[config.mk]
export PLATFORM = sky130hd
export DESIGN_NAME = intc_ext_edge
export DESIGN_NICKNAME = d
export VERILOG_FILES = /design/src/intc_ext_edge.v
export VERILOG_INCLUDE_DIRS = /design/src
export SDC_FILE = /design/constraint.sdc
export NUM_CORES = 1
export LEC_CHECK = 0
export BUFFER_PORTS_ARGS = -buffer_cell sky130_fd_sc_hd__buf_2
export CAP_MARGIN = 10
export CORE_AREA = 2 2 97 99
export DETAILED_ROUTE_END_ITERATION = 8
export DIE_AREA = 0 0 99 101
export PLACE_DENSITY = 0.52
export SYNTH_ARGS = -nofsm -noshare
export SYNTH_HDL_FRONTEND = slang
export SYNTH_SLANG_ARGS = --single-unit
[constraint.sdc]
create_clock -name ref_clk -period 2.6 [get_ports ref_clk]
set_input_delay 0.13 -clock ref_clk [delete_from_list [all_inputs] [get_ports ref_clk]]
set_output_delay 0.13 -clock ref_clk [all_outputs]
set_load 0.02 [all_outputs]
[src/intc_consts.vh]
// Purpose: constants for the interrupt controller
// Assumes: 8-bit control words, 11-bit program counter
// Notes: definitions only
`ifndef INTC_CONSTS_VH
`define INTC_CONSTS_VH
`define INTC_PC_W 11
`define INTC_SP_W 3
`define INTC_STACK_DEPTH 3'h6
`define INTC_VEC_EXT 11'h004
`define INTC_VEC_TMR0 11'h008
`define INTC_VEC_TMR1 11'h00c
`define INTC_VEC_TB 11'h014
`define INTC_B_GIE 0
`define INTC_B_EXTE 1
`define INTC_B_T0E 2
`define INTC_B_T1E 3
`define INTC_B_EXTF 4
`define INTC_B_T0F 5
`define INTC_B_T1F 6
`define INTC_B2_TBE 1
`define INTC_B2_TBF 5
`define INTC_B_EDGE_LO 6
`define INTC_B_EDGE_HI 7
`define INTC_ADDR_FIRST 2'h0
`define INTC_ADDR_SECOND 2'h1
`define INTC_ADDR_MISC 2'h2
`define INTC_ADDR_STATUS 2'h3
`define INTC_MASK_FIRST 8'h7f
`define INTC_MASK_SECOND 8'h22
`define INTC_MASK_MISC 8'hc0
`define INTC_WAKE_CYC 2'h3
`endif

[src/intc_ext_edge.v]
// Purpose: interrupt controller with external edge pin, two timers, time base
// Assumes: core gives phase pulse, instruction-boundary and next pc
// Notes: register port has one-cycle read latency
`timescale 1ns/1ps
`default_nettype none
`include "intc_consts.vh"
module intc_ext_edge (
   input wire ref_clk,
   input wire rst,
   input wire [1:0] regAddr,
   input wire [7:0] regWrData,
   input wire regWr,
   input wire regRd,
   output reg [7:0] regRdData,
   input wire sharedExtIrqPin,
   input wire portADirection,
   input wire pullHighSel,
   input wire timer0Ovf,
   input wire timer1Ovf,
   input wire timebaseOvf,
   input wire secondPhasePulse,
   input wire instrBoundary,
   input wire wakeUp,
   input wire returnFromInterrupt,
   input wire [`INTC_PC_W-1:0] nextPc,
   output reg pcLoad,
   output reg [`INTC_PC_W-1:0] pcLoadValue,
   output reg stackPush,
   output reg stackPop,
   output reg [`INTC_PC_W-1:0] stackPushData,
   output reg [`INTC_SP_W-1:0] stackLevel,
   output reg pullHighEn
);
   localparam ST_RUN = 2'h0;
   localparam ST_PEND = 2'h1;
   localparam ST_WAKE = 2'h2;
   reg [1:0] state;
   reg [1:0] wakeCnt;
   reg [2:0] srcSel;
   reg globalIrqEnable;
   reg extIrqEnable;
   reg timer0IrqEnable;
   reg timer1IrqEnable;
   reg timebaseIrqEnable;
   reg extIrqFlag;
   reg timer0IrqFlag;
   reg timer1IrqFlag;
   reg timebaseIrqFlag;
   reg extEdgeSelHigh;
   reg extEdgeSelLow;
   reg pinSync1;
   reg pinSync2;
   reg pinPrev;
   wire riseEdge = pinSync2 & ~pinPrev;
   wire fallEdge = ~pinSync2 & pinPrev;
   // the second stage and its delayed copy pinPrev feed detection
   wire extEvent = (extEdgeSelLow & riseEdge) | (extEdgeSelHigh & fallEdge);
   wire stackFull = (stackLevel == `INTC_STACK_DEPTH);
   wire [3:0] ready = {timebaseIrqFlag & timebaseIrqEnable, timer1IrqFlag & timer1IrqEnable,
                       timer0IrqFlag & timer0IrqEnable, extIrqFlag & extIrqEnable};
   wire canTake = globalIrqEnable & ~stackFull & (|ready);
   reg [2:0] next_srcSel;
   always @* begin
      // fixed priority, external first
      if (ready[0]) next_srcSel = 3'h1;
      else if (ready[1]) next_srcSel = 3'h2;
      else if (ready[2]) next_srcSel = 3'h3;
      else next_srcSel = 3'h4;
   end
   // service issued at instruction boundary following the phase pulse
   wire fire = (state == ST_PEND) & instrBoundary;
   always @(posedge ref_clk or posedge rst) begin
      if (rst) begin
         pinSync1 <= 1'b0;
         pinSync2 <= 1'b0;
         pinPrev <= 1'b0;
      end else begin
         pinSync1 <= sharedExtIrqPin;
         pinSync2 <= pinSync1;
         pinPrev <= pinSync2;
      end
   end
   always @(posedge ref_clk or posedge rst) begin
      if (rst) begin
         state <= ST_RUN;
         wakeCnt <= 2'h0;
         srcSel <= 3'h0;
         globalIrqEnable <= 1'b0;
         extIrqEnable <= 1'b0;
         timer0IrqEnable <= 1'b0;
         timer1IrqEnable <= 1'b0;
         timebaseIrqEnable <= 1'b0;
         extIrqFlag <= 1'b0;
         timer0IrqFlag <= 1'b0;
         timer1IrqFlag <= 1'b0;
         timebaseIrqFlag <= 1'b0;
         extEdgeSelHigh <= 1'b0;
         extEdgeSelLow <= 1'b0;
         pcLoad <= 1'b0;
         pcLoadValue <= {`INTC_PC_W{1'b0}};
         stackPush <= 1'b0;
         stackPop <= 1'b0;
         stackPushData <= {`INTC_PC_W{1'b0}};
         stackLevel <= {`INTC_SP_W{1'b0}};
         regRdData <= 8'h00;
         pullHighEn <= 1'b0;
      end else begin
         pcLoad <= 1'b0;
         stackPush <= 1'b0;
         stackPop <= 1'b0;
         regRdData <= 8'h00;
         pullHighEn <= pullHighSel;
         if (regWr) begin
            // software writes first so hardware sets below win
            case (regAddr)
               `INTC_ADDR_FIRST: begin
                  globalIrqEnable <= regWrData[`INTC_B_GIE];
                  extIrqEnable <= regWrData[`INTC_B_EXTE];
                  timer0IrqEnable <= regWrData[`INTC_B_T0E];
                  timer1IrqEnable <= regWrData[`INTC_B_T1E];
                  extIrqFlag <= regWrData[`INTC_B_EXTF];
                  timer0IrqFlag <= regWrData[`INTC_B_T0F];
                  timer1IrqFlag <= regWrData[`INTC_B_T1F];
               end
               `INTC_ADDR_SECOND: begin
                  timebaseIrqEnable <= regWrData[`INTC_B2_TBE];
                  timebaseIrqFlag <= regWrData[`INTC_B2_TBF];
               end
               `INTC_ADDR_MISC: begin
                  extEdgeSelHigh <= regWrData[`INTC_B_EDGE_HI];
                  extEdgeSelLow <= regWrData[`INTC_B_EDGE_LO];
               end
               default: ;
            endcase
         end
         if (regRd) begin
            case (regAddr)
               `INTC_ADDR_FIRST: regRdData <= {1'b0, timer1IrqFlag, timer0IrqFlag, extIrqFlag,
                  timer1IrqEnable, timer0IrqEnable, extIrqEnable, globalIrqEnable};
               `INTC_ADDR_SECOND: regRdData <= {2'h0, timebaseIrqFlag, 3'h0,
                  timebaseIrqEnable, 1'b0};
               `INTC_ADDR_MISC: regRdData <= {extEdgeSelHigh, extEdgeSelLow, 6'h00};
               `INTC_ADDR_STATUS: regRdData <= {portADirection, stackFull, state, 1'b0,
                  stackLevel};
               default: regRdData <= 8'h00;
            endcase
         end
         case (state)
            ST_RUN: begin
               if (wakeUp & canTake) begin
                  state <= ST_WAKE;
                  wakeCnt <= 2'h1;
               end else if (secondPhasePulse & canTake) begin
                  state <= ST_PEND;
                  srcSel <= next_srcSel;
               end
            end
            ST_WAKE: begin
               if (secondPhasePulse) begin
                  if (wakeCnt == `INTC_WAKE_CYC - 2'h1) begin
                     state <= ST_PEND;
                     srcSel <= next_srcSel;
                  end else wakeCnt <= wakeCnt + 2'h1;
               end
            end
            ST_PEND: begin
               if (fire) begin
                  state <= ST_RUN;
                  stackPush <= 1'b1;
                  stackPushData <= nextPc;
                  stackLevel <= stackLevel + 3'h1;
                  pcLoad <= 1'b1;
                  globalIrqEnable <= 1'b0;
                  case (srcSel)
                     3'h1: begin
                        pcLoadValue <= `INTC_VEC_EXT;
                        extIrqFlag <= 1'b0;
                     end
                     3'h2: begin
                        pcLoadValue <= `INTC_VEC_TMR0;
                        timer0IrqFlag <= 1'b0;
                     end
                     3'h3: begin
                        pcLoadValue <= `INTC_VEC_TMR1;
                        timer1IrqFlag <= 1'b0;
                     end
                     default: begin
                        pcLoadValue <= `INTC_VEC_TB;
                        timebaseIrqFlag <= 1'b0;
                     end
                  endcase
               end
            end
            default: state <= ST_RUN;
         endcase
         if (returnFromInterrupt & ~fire & (stackLevel != 3'h0)) begin
            stackPop <= 1'b1;
            stackLevel <= stackLevel - 3'h1;
         end
         // hardware sets last: set beats clear in same cycle
         if (extEvent) begin
            extIrqFlag <= 1'b1;
         end
         if (timer0Ovf) begin
            timer0IrqFlag <= 1'b1;
         end
         if (timer1Ovf) begin
            timer1IrqFlag <= 1'b1;
         end
         if (timebaseOvf) begin
            timebaseIrqFlag <= 1'b1;
         end
      end
   end
endmodule
`default_nettype wire

==> flow_metrics.py, run 1 <==
metrics = {
    "outcome": {
        "status": "complete, no violations",
    },
    "critical_path": {
        "critPathCaptureType": "register",
        "worst-endpoint-arrival_ns": 1.85,
        "timing_worst_setup_path_type": "reg2reg",
        "timing.critical_path.fanout_max": 4,
        "critical_path.max_stage_delay_ns": 0.42,
        "critical-path-top-delay-family": "compound AO/OA/AOI/OAI gates",
        "worst_ep_required_time_ns": 2.79,
        "worst_setup_path_start_kind": "register",
        "critical_path.cell_chain": "a22o_1, o2111ai_2, a21oi_2, nor2_2, mux2_1",
        "timing.critical_path.slowest_stage_cell": "sky130_fd_sc_hd__dfrtp_1",
        "critical_path.n_buffers_inverters": 0,
    },
    "sta": {
        "report.final.setup_viol": 0,
        "grt_setup_unrepaired": "false",
        "setup_tns_final_ns": 0,
        "finClkSkew_ns": 0.0111,
        "maxSlewHeadroom_pct": 65.6,
        "finalCriticalPeriod_ns": 1.66,
        "final-max-slew-violation-count": 0,
        "timing_hold_violations_final": 0,
        "max_freq_ghz": 0.602,
        "max_slew.worst_pin.slew_ns": 0.516,
        "period_utilization_post_route_pct": 63.9,
    },
    "synthesis": {
        "synth_area_sq_um": 2190,
        "yosys.cell_types.count": 41,
        "ys_seq_area_share_pct": 55.9,
        "synth-seq-cells": 49,
        "synthCells": 203,
        "avgSynthCellArea_sq_um": 10.8,
        "synth_warnings": 0,
    },
    "drt": {
        "sum_of_routed_wire_length_over_all_layers_mm": 4.92,
        "detailroute.via_count": 1626,
        "first_iter_violations": 49,
        "drtAntennaViolNets": 0,
        "drt_pass1_iterations": 4,
        "detail_route.vias_per_cell": 4.27,
        "routedWlPerCell_um": 12.9,
        "drcViolationCount": 0,
    },
    "layout": {
        "layout-drive-gt1-share_pct": 31.1,
        "finalCoreUtilization_pct": 30.4,
        "diodes": 0,
        "fin_nets": 306,
        "syn2layout_area_growth_pct": 24.5,
    },
    "power_and_ir_drop": {
        "power_switching_share_pct": 36.6,
        "p_clk_share_pct": 21.6,
        "power_leakage_nw": 1.38,
        "p_int_mw": 1.66,
        "netSwitchingPower_uw": 961,
        "share_comb_of_total_power_pct": 33.4,
        "pwr-share-seq_pct": 45.0,
        "powerDensity_nw_per_um2": 961,
        "ir_drop_v": 0.000360,
    },
    "min_path": {
        "min_path_type": "in2reg",
    },
    "floorplan": {
        "die-width_um": 99,
        "core_area_sq_um": 8980,
        "io-pin-count": 72,
        "die_y_extent_um": 101,
        "core.rowCount": 35,
        "floorplan.initialDensity_pct": 24.4,
        "fp.dieArea_sq_um": 10000,
    },
    "clocking": {
        "cts_tree": "yes",
        "cts.root.buffer_cell": "sky130_fd_sc_hd__clkbuf_8",
        "cts-resized-gates": 0,
        "clock_latency_ns": 0.30,
        "clock_path_buffers": 2,
        "cts.sinks": 49,
        "inserted_clock_buffers": 5,
        "cts.reportedPaths.clkPinSlew_ns": 0.09,
        "cts.htree.levels": 2,
    },
    "global_route": {
        "via_count_of_the_first_global_routing_pass": 1640,
        "global_route.overflow_total": 0,
        "antenna_found_initial": 1,
        "grt_first_pass_wirelength_mm": 8.20,
        "groute.usage.overall_pct": 10.5,
        "grt_max_degree": 26,
    },
    "flow_run": {
        "maxCapViolations": 0,
    },
    "place": {
        "final_estimated_routing_congestion_in_global_placement": 0.787,
        "place_hpwl_mm": 3.70,
        "port_buffers": 63,
    },
}
==> through the flow <==
| stage | total power, mW | instance area (sq um) | setup WS [ns] | cells | hold WS [ns] |
|---|---|---|---|---|---|
| 6_report | 2.62 | 2730 | 0.939 | 381 | 0.0158 |
| 5_1_grt | 2.84 | 2730 | 0.785 | 381 | 0.0158 |
| 4_1_cts | 2.68 | 2730 | 0.919 | 381 | 0.00413 |
| 3_5_place_dp | 2.08 | 2580 | 0.934 | 370 | 0.205 |
| 3_3_place_gp | 2.07 | 2580 | 0.976 | 370 | 0.199 |
| 2_1_floorplan | 1.80 | 2220 | 1.01 | 210 | 0.161 |
==> worst reg2reg max path, stage by stage (launching register included) <==
cell,delay (ns)
sky130_fd_sc_hd__dfrtp_1,0.42
sky130_fd_sc_hd__a22o_1,0.29
sky130_fd_sc_hd__o2111ai_2,0.26
sky130_fd_sc_hd__a21oi_2,0.09
sky130_fd_sc_hd__nor2_2,0.15
sky130_fd_sc_hd__mux2_1,0.34
==> final timing paths <==
check / startpoint / to / slack, ns / depth (start not counted)
max: timer0IrqEnable / srcSel[2] / 0.94 / 5
min: nextPc[9] / stackPushData[9] / 0.02 / 3
max reg2reg: timer0IrqEnable / srcSel[2] / 0.94 / 5
min reg2reg: pinSync1 / pinSync2 / 0.36 / 0
max in group asynchronous: rst / pcLoadValue[2] / 1.46 / 4
min in group asynchronous: rst / extIrqFlag / 0.42 / 3
==> per-layer routing <==
layer  vias to the layer above  GRT usage, %  share of wire [%]
met5                         -             0               0.33
met4                         2          3.16                1.3
met3                         9          3.81                8.4
met2                        57          17.0                 45
met1                       763          13.2                 45
li1                        795             -                  -
==> layout make-up <==
cell class	count	area (sq um)
clock buffer	7	86.3
clock inverter	1	30.0
fill	945	6250
inverter	7	26.3
multi-input combinational	138	863
sequential	49	1230
tap	111	139
timing repair buffer	68	360
==> cells in the mapped netlist, drive strengths merged <==
master / n / area [sq um]
inv: 7 / 26.3
nor4b: 1 / 8.76
o21ai: 1 / 5.00
conb: 1 / 3.75
a32o: 1 / 10.0
a22o: 2 / 17.5
nand2: 41 / 154
nor2b: 6 / 37.5
nand3: 1 / 5.00
o211ai: 1 / 7.51
a21o: 1 / 7.51
or2: 1 / 6.26
nand3b: 6 / 45.0
a311oi: 1 / 8.76
a21oi: 5 / 28.8
o2bb2ai: 3 / 26.3
o2111a: 1 / 11.3
fa: 1 / 20.0
or3: 2 / 12.5
o2111ai: 1 / 15.0
and3: 1 / 6.26
nor3b: 1 / 7.51
a31oi: 1 / 6.26
o22ai: 1 / 6.26
ha: 1 / 12.5
and2: 4 / 25.0
mux2i: 9 / 90.1
a21boi: 1 / 7.51
a22oi: 4 / 30.0
xnor2: 2 / 17.5
dfrtp: 49 / 1230
nand2b: 1 / 6.26
mux2: 9 / 101
o21bai: 3 / 22.5
buf: 16 / 105
nor2: 16 / 67.6
==> sequential cells by signal (all words and copies together) (netlist names), 2 cells and up <==
name and flops:
state 2, stackPushData 11, wakeCnt 2, regRdData 8, srcSel 3, pcLoadValue 3, stackLevel 3
==> power groups by stage <==
stage	sequential [mW]	clock, mW	combinational [mW]
final	1.18	0.567	0.875
after global routing	1.23	0.624	0.991
after CTS	1.19	0.598	0.893
after detailed placement	1.20	0	0.887
after global placement	1.19	0	0.880
after floorplan	1.30	0	0.499
==> repair_timing <==
| action | in CTS | in global routing |
|---|---|---|
| endpoints found under the setup margin | 0 | 0 |
| buffers inserted | 0 | 0 |
| hold buffers | 3 | 0 |
| hold endpoints to repair | 26 | 0 |
==> cells by family (layout without fill, tap and decap cells) <==
family / count (synthesis) / in the layout / synth area share (%)
AO/OA/AOI/OAI: 27 / 27 / 9.58
XOR/XNOR: 2 / 2 / 0.798
adder cells (fa/ha/maj): 2 / 2 / 1.48
buffers and inverters: 23 / 83 / 5.99
flip-flops: 49 / 49 / 55.9
multiplexers: 18 / 18 / 8.72
other: 1 / 8 / 0.171
AND/OR/NAND/NOR: 81 / 81 / 17.4
==> cells in the final DEF, fill, tap and decap left out, types with 2 or more instances in the layout <==
cell type / count
sky130_fd_sc_hd__mux2_2: 6
sky130_fd_sc_hd__a22o_1: 2
sky130_fd_sc_hd__o2bb2ai_1: 3
sky130_fd_sc_hd__nand3b_1: 6
sky130_fd_sc_hd__a22oi_1: 4
sky130_fd_sc_hd__buf_4: 2
sky130_fd_sc_hd__nor2b_1: 6
sky130_fd_sc_hd__nor2_1: 13
sky130_fd_sc_hd__inv_1: 6
sky130_fd_sc_hd__or3_1: 2
sky130_fd_sc_hd__nand2_1: 41
sky130_fd_sc_hd__clkbuf_8: 6
sky130_fd_sc_hd__xnor2_1: 2
sky130_fd_sc_hd__conb_1: 8
sky130_fd_sc_hd__a21oi_1: 4
sky130_fd_sc_hd__o21bai_1: 3
sky130_fd_sc_hd__nor2_2: 3
sky130_fd_sc_hd__mux2i_1: 9
sky130_fd_sc_hd__buf_2: 63
sky130_fd_sc_hd__dlygate4sd3_1: 3
sky130_fd_sc_hd__and2_1: 3
sky130_fd_sc_hd__mux2_1: 3
sky130_fd_sc_hd__dfrtp_1: 49
Note: power is estimated with default switching activity, not from simulation.
==> inputs of run 2 (changes only) <==
clock period = 1.6 ns   (was 2.6 ns; I/O delays follow)
==> flow_metrics.py, run 2 (synthesis results as in run 1) <==
metrics = {
    "outcome": {
        "status": "complete, no violations",
    },
    "critical_path": {
        "critical_path_stages": 5,
        "worst-endpoint-arrival_ns": 1.79,
        "worstSetupEndpoint": "srcSel[1]",
        "worst_setup_path_start_kind": "register",
        "timing.critical_path.fanout_max": 4,
        "reg2reg_end": "srcSel[1]",
        "critical_path.n_buffers_inverters": 0,
        "r2r.worst_path.cells": 5,
        "timing_worst_setup_path_type": "reg2reg",
        "worst_ep_required_time_ns": 1.80,
        "critical_path.cell_chain": "a22o_1, o2111ai_2, a21oi_2, nor2_4, mux2_4",
        "critical-path-top-delay-family": "compound AO/OA/AOI/OAI gates",
        "timing.critical_path.slowest_stage_cell": "sky130_fd_sc_hd__dfrtp_1",
        "rr_startpoint": "timer1IrqEnable",
        "setup.reg_to_reg.worst_slack_ns": 0.004,
        "critPathCaptureType": "register",
        "critical_path.max_stage_delay_ns": 0.43,
        "worst_setup_path_startpoint": "timer1IrqEnable",
    },
    "sta": {
        "finClkSkew_ns": 0.00717,
        "max_freq_ghz": 0.627,
        "final-max-slew-violation-count": 0,
        "finalCriticalPeriod_ns": 1.60,
        "hold-worst-slack_ns": 0.00442,
        "timing_hold_violations_final": 0,
        "period_utilization_post_route_pct": 99.7,
        "report.final.setup_viol": 0,
        "grt_setup_unrepaired": "true",
    },
    "global_route": {
        "via_count_of_the_first_global_routing_pass": 1815,
        "global_route.usage.met1_pct": 15.1,
        "grt_max_degree": 32,
        "groute.usage.overall_pct": 11.8,
        "globalRouteMet3Util_pct": 3.12,
        "globalRoute.busiestLayer": "met2",
        "antenna_found_initial": 0,
        "gr-usage-met2_pct": 19.9,
        "grt_first_pass_wirelength_mm": 9.24,
        "global_route.overflow_total": 0,
    },
    "clocking": {
        "cts.sinks": 49,
        "clock_latency_ns": 0.31,
        "cts.root.buffer_cell": "sky130_fd_sc_hd__clkbuf_8",
        "cts.reportedPaths.clkPinSlew_ns": 0.09,
        "inserted_clock_buffers": 5,
        "clock_path_buffers": 2,
        "cts_tree": "yes",
        "cts.htree.levels": 2,
    },
    "floorplan": {
        "floorplan.initialDensity_pct": 24.4,
        "fp.dieArea_sq_um": 10000,
        "core_area_sq_um": 8980,
        "io-pin-count": 72,
        "die-width_um": 99,
        "core.rowCount": 35,
        "die_y_extent_um": 101,
    },
    "power_and_ir_drop": {
        "power_mw": 4.84,
        "power_leakage_nw": 1.58,
        "ir_drop_v": 0.000535,
        "powerDensity_nw_per_um2": 1550,
    },
    "drt": {
        "sum_of_routed_wire_length_over_all_layers_mm": 5.56,
        "drt_pass1_iterations": 4,
        "drcViolationCount": 0,
        "first_iter_violations": 31,
        "detail_route.vias_per_cell": 4.21,
        "detailroute.via_count": 1758,
        "routedWlPerCell_um": 13.3,
        "drtAntennaViolNets": 0,
    },
    "layout": {
        "leading_cell_types_in_the_layout_fill_and_taps_excluded": "sky130_fd_sc_hd__buf_2, sky130_fd_sc_hd__dfrtp_1, sky130_fd_sc_hd__nand2_1",
        "syn2layout_area_growth_pct": 42.2,
        "layout-drive-gt1-share_pct": 38.1,
        "largest_reg_flops": 11,
        "layout_commonest_cell": "sky130_fd_sc_hd__buf_2",
        "reg_top3": "stackPushData (11), regRdData (8)",
        "finalCoreUtilization_pct": 34.8,
        "fin_nets": 343,
        "largest-register": "stackPushData",
        "diodes": 0,
        "layout.cells.non_filler": 418,
    },
    "place": {
        "final_estimated_routing_congestion_in_global_placement": 0.840,
        "port_buffers": 63,
        "place_hpwl_mm": 4.00,
        "dpl.cell_count": 386,
    },
    "min_path": {
        "min_path_type": "in2reg",
    },
    "flow_run": {
        "maxCapViolations": 0,
    },
}
## run 2: cell count changes in the layout (fill, tap and decap cells not counted), sizes merged
cell,before,now
buf,65,87
dlygate4sd3,3,18
clkbuf,7,5
bufinv,1,2
clkinv,0,1
## run 2: timing repair
item / CTS / global route
buffers inserted: 1 / 5
resized for setup: 0 / 12
endpoints found under the setup margin: 3 / 6
pin swaps: 1 / 6
hold endpoints to repair: 34 / 1
hold buffers: 17 / 1
## run 2: worst min-delay path by stage
stage / startpoint / end / slack [ns] / cells past startpoint
floorplan: sharedExtIrqPin / pinSync1 / 0.11 / 0
finish: regWrData[7] / extEdgeSelHigh / 0.004 / 2
CTS: secondPhasePulse / state[1] / 0.002 / 2
detailed placement: rst / pullHighEn / 0.12 / 2
global route: regWrData[7] / extEdgeSelHigh / 0.002 / 2
global placement: rst / pullHighEn / 0.12 / 2
## run 2: area by class of cell
type	instances	area [sq um]
inverter	7	26.3
clock buffer	5	68.8
sequential	49	1230
timing repair buffer	105	688
clock inverter	3	65.1
fill	899	5860
tap	111	139
multi-input combinational	138	906
## run 2: power by group
| part | internal (mW) | switching, mW | leakage (nW) |
|---|---|---|---|
| clock network | 0.622 | 0.446 | 0.0681 |
| registers | 1.60 | 0.261 | 0.599 |
| logic | 0.888 | 1.02 | 0.911 |
| total | 3.11 | 1.73 | 1.58 |
## run 2: routing by layer
metal	vias to the layer above	routed length, um
met4	0	38
li1	867	-
met5	-	0
met1	831	2580
met2	55	2630
met3	5	311
## run 2: stage by stage
| stage | setup WS, ns | cell area [sq um] | TNS, ns |
|---|---|---|---|
| after detailed placement | -0.0357 | 2720 | -0.0694 |
| after global routing | -0.0754 | 3120 | -0.249 |
| after CTS | 0.000817 | 3030 | 0 |
| after global placement | 0.0327 | 2720 | 0 |
| final | 0.00404 | 3120 | 0 |
| after floorplan | 0.0149 | 2220 | 0 |
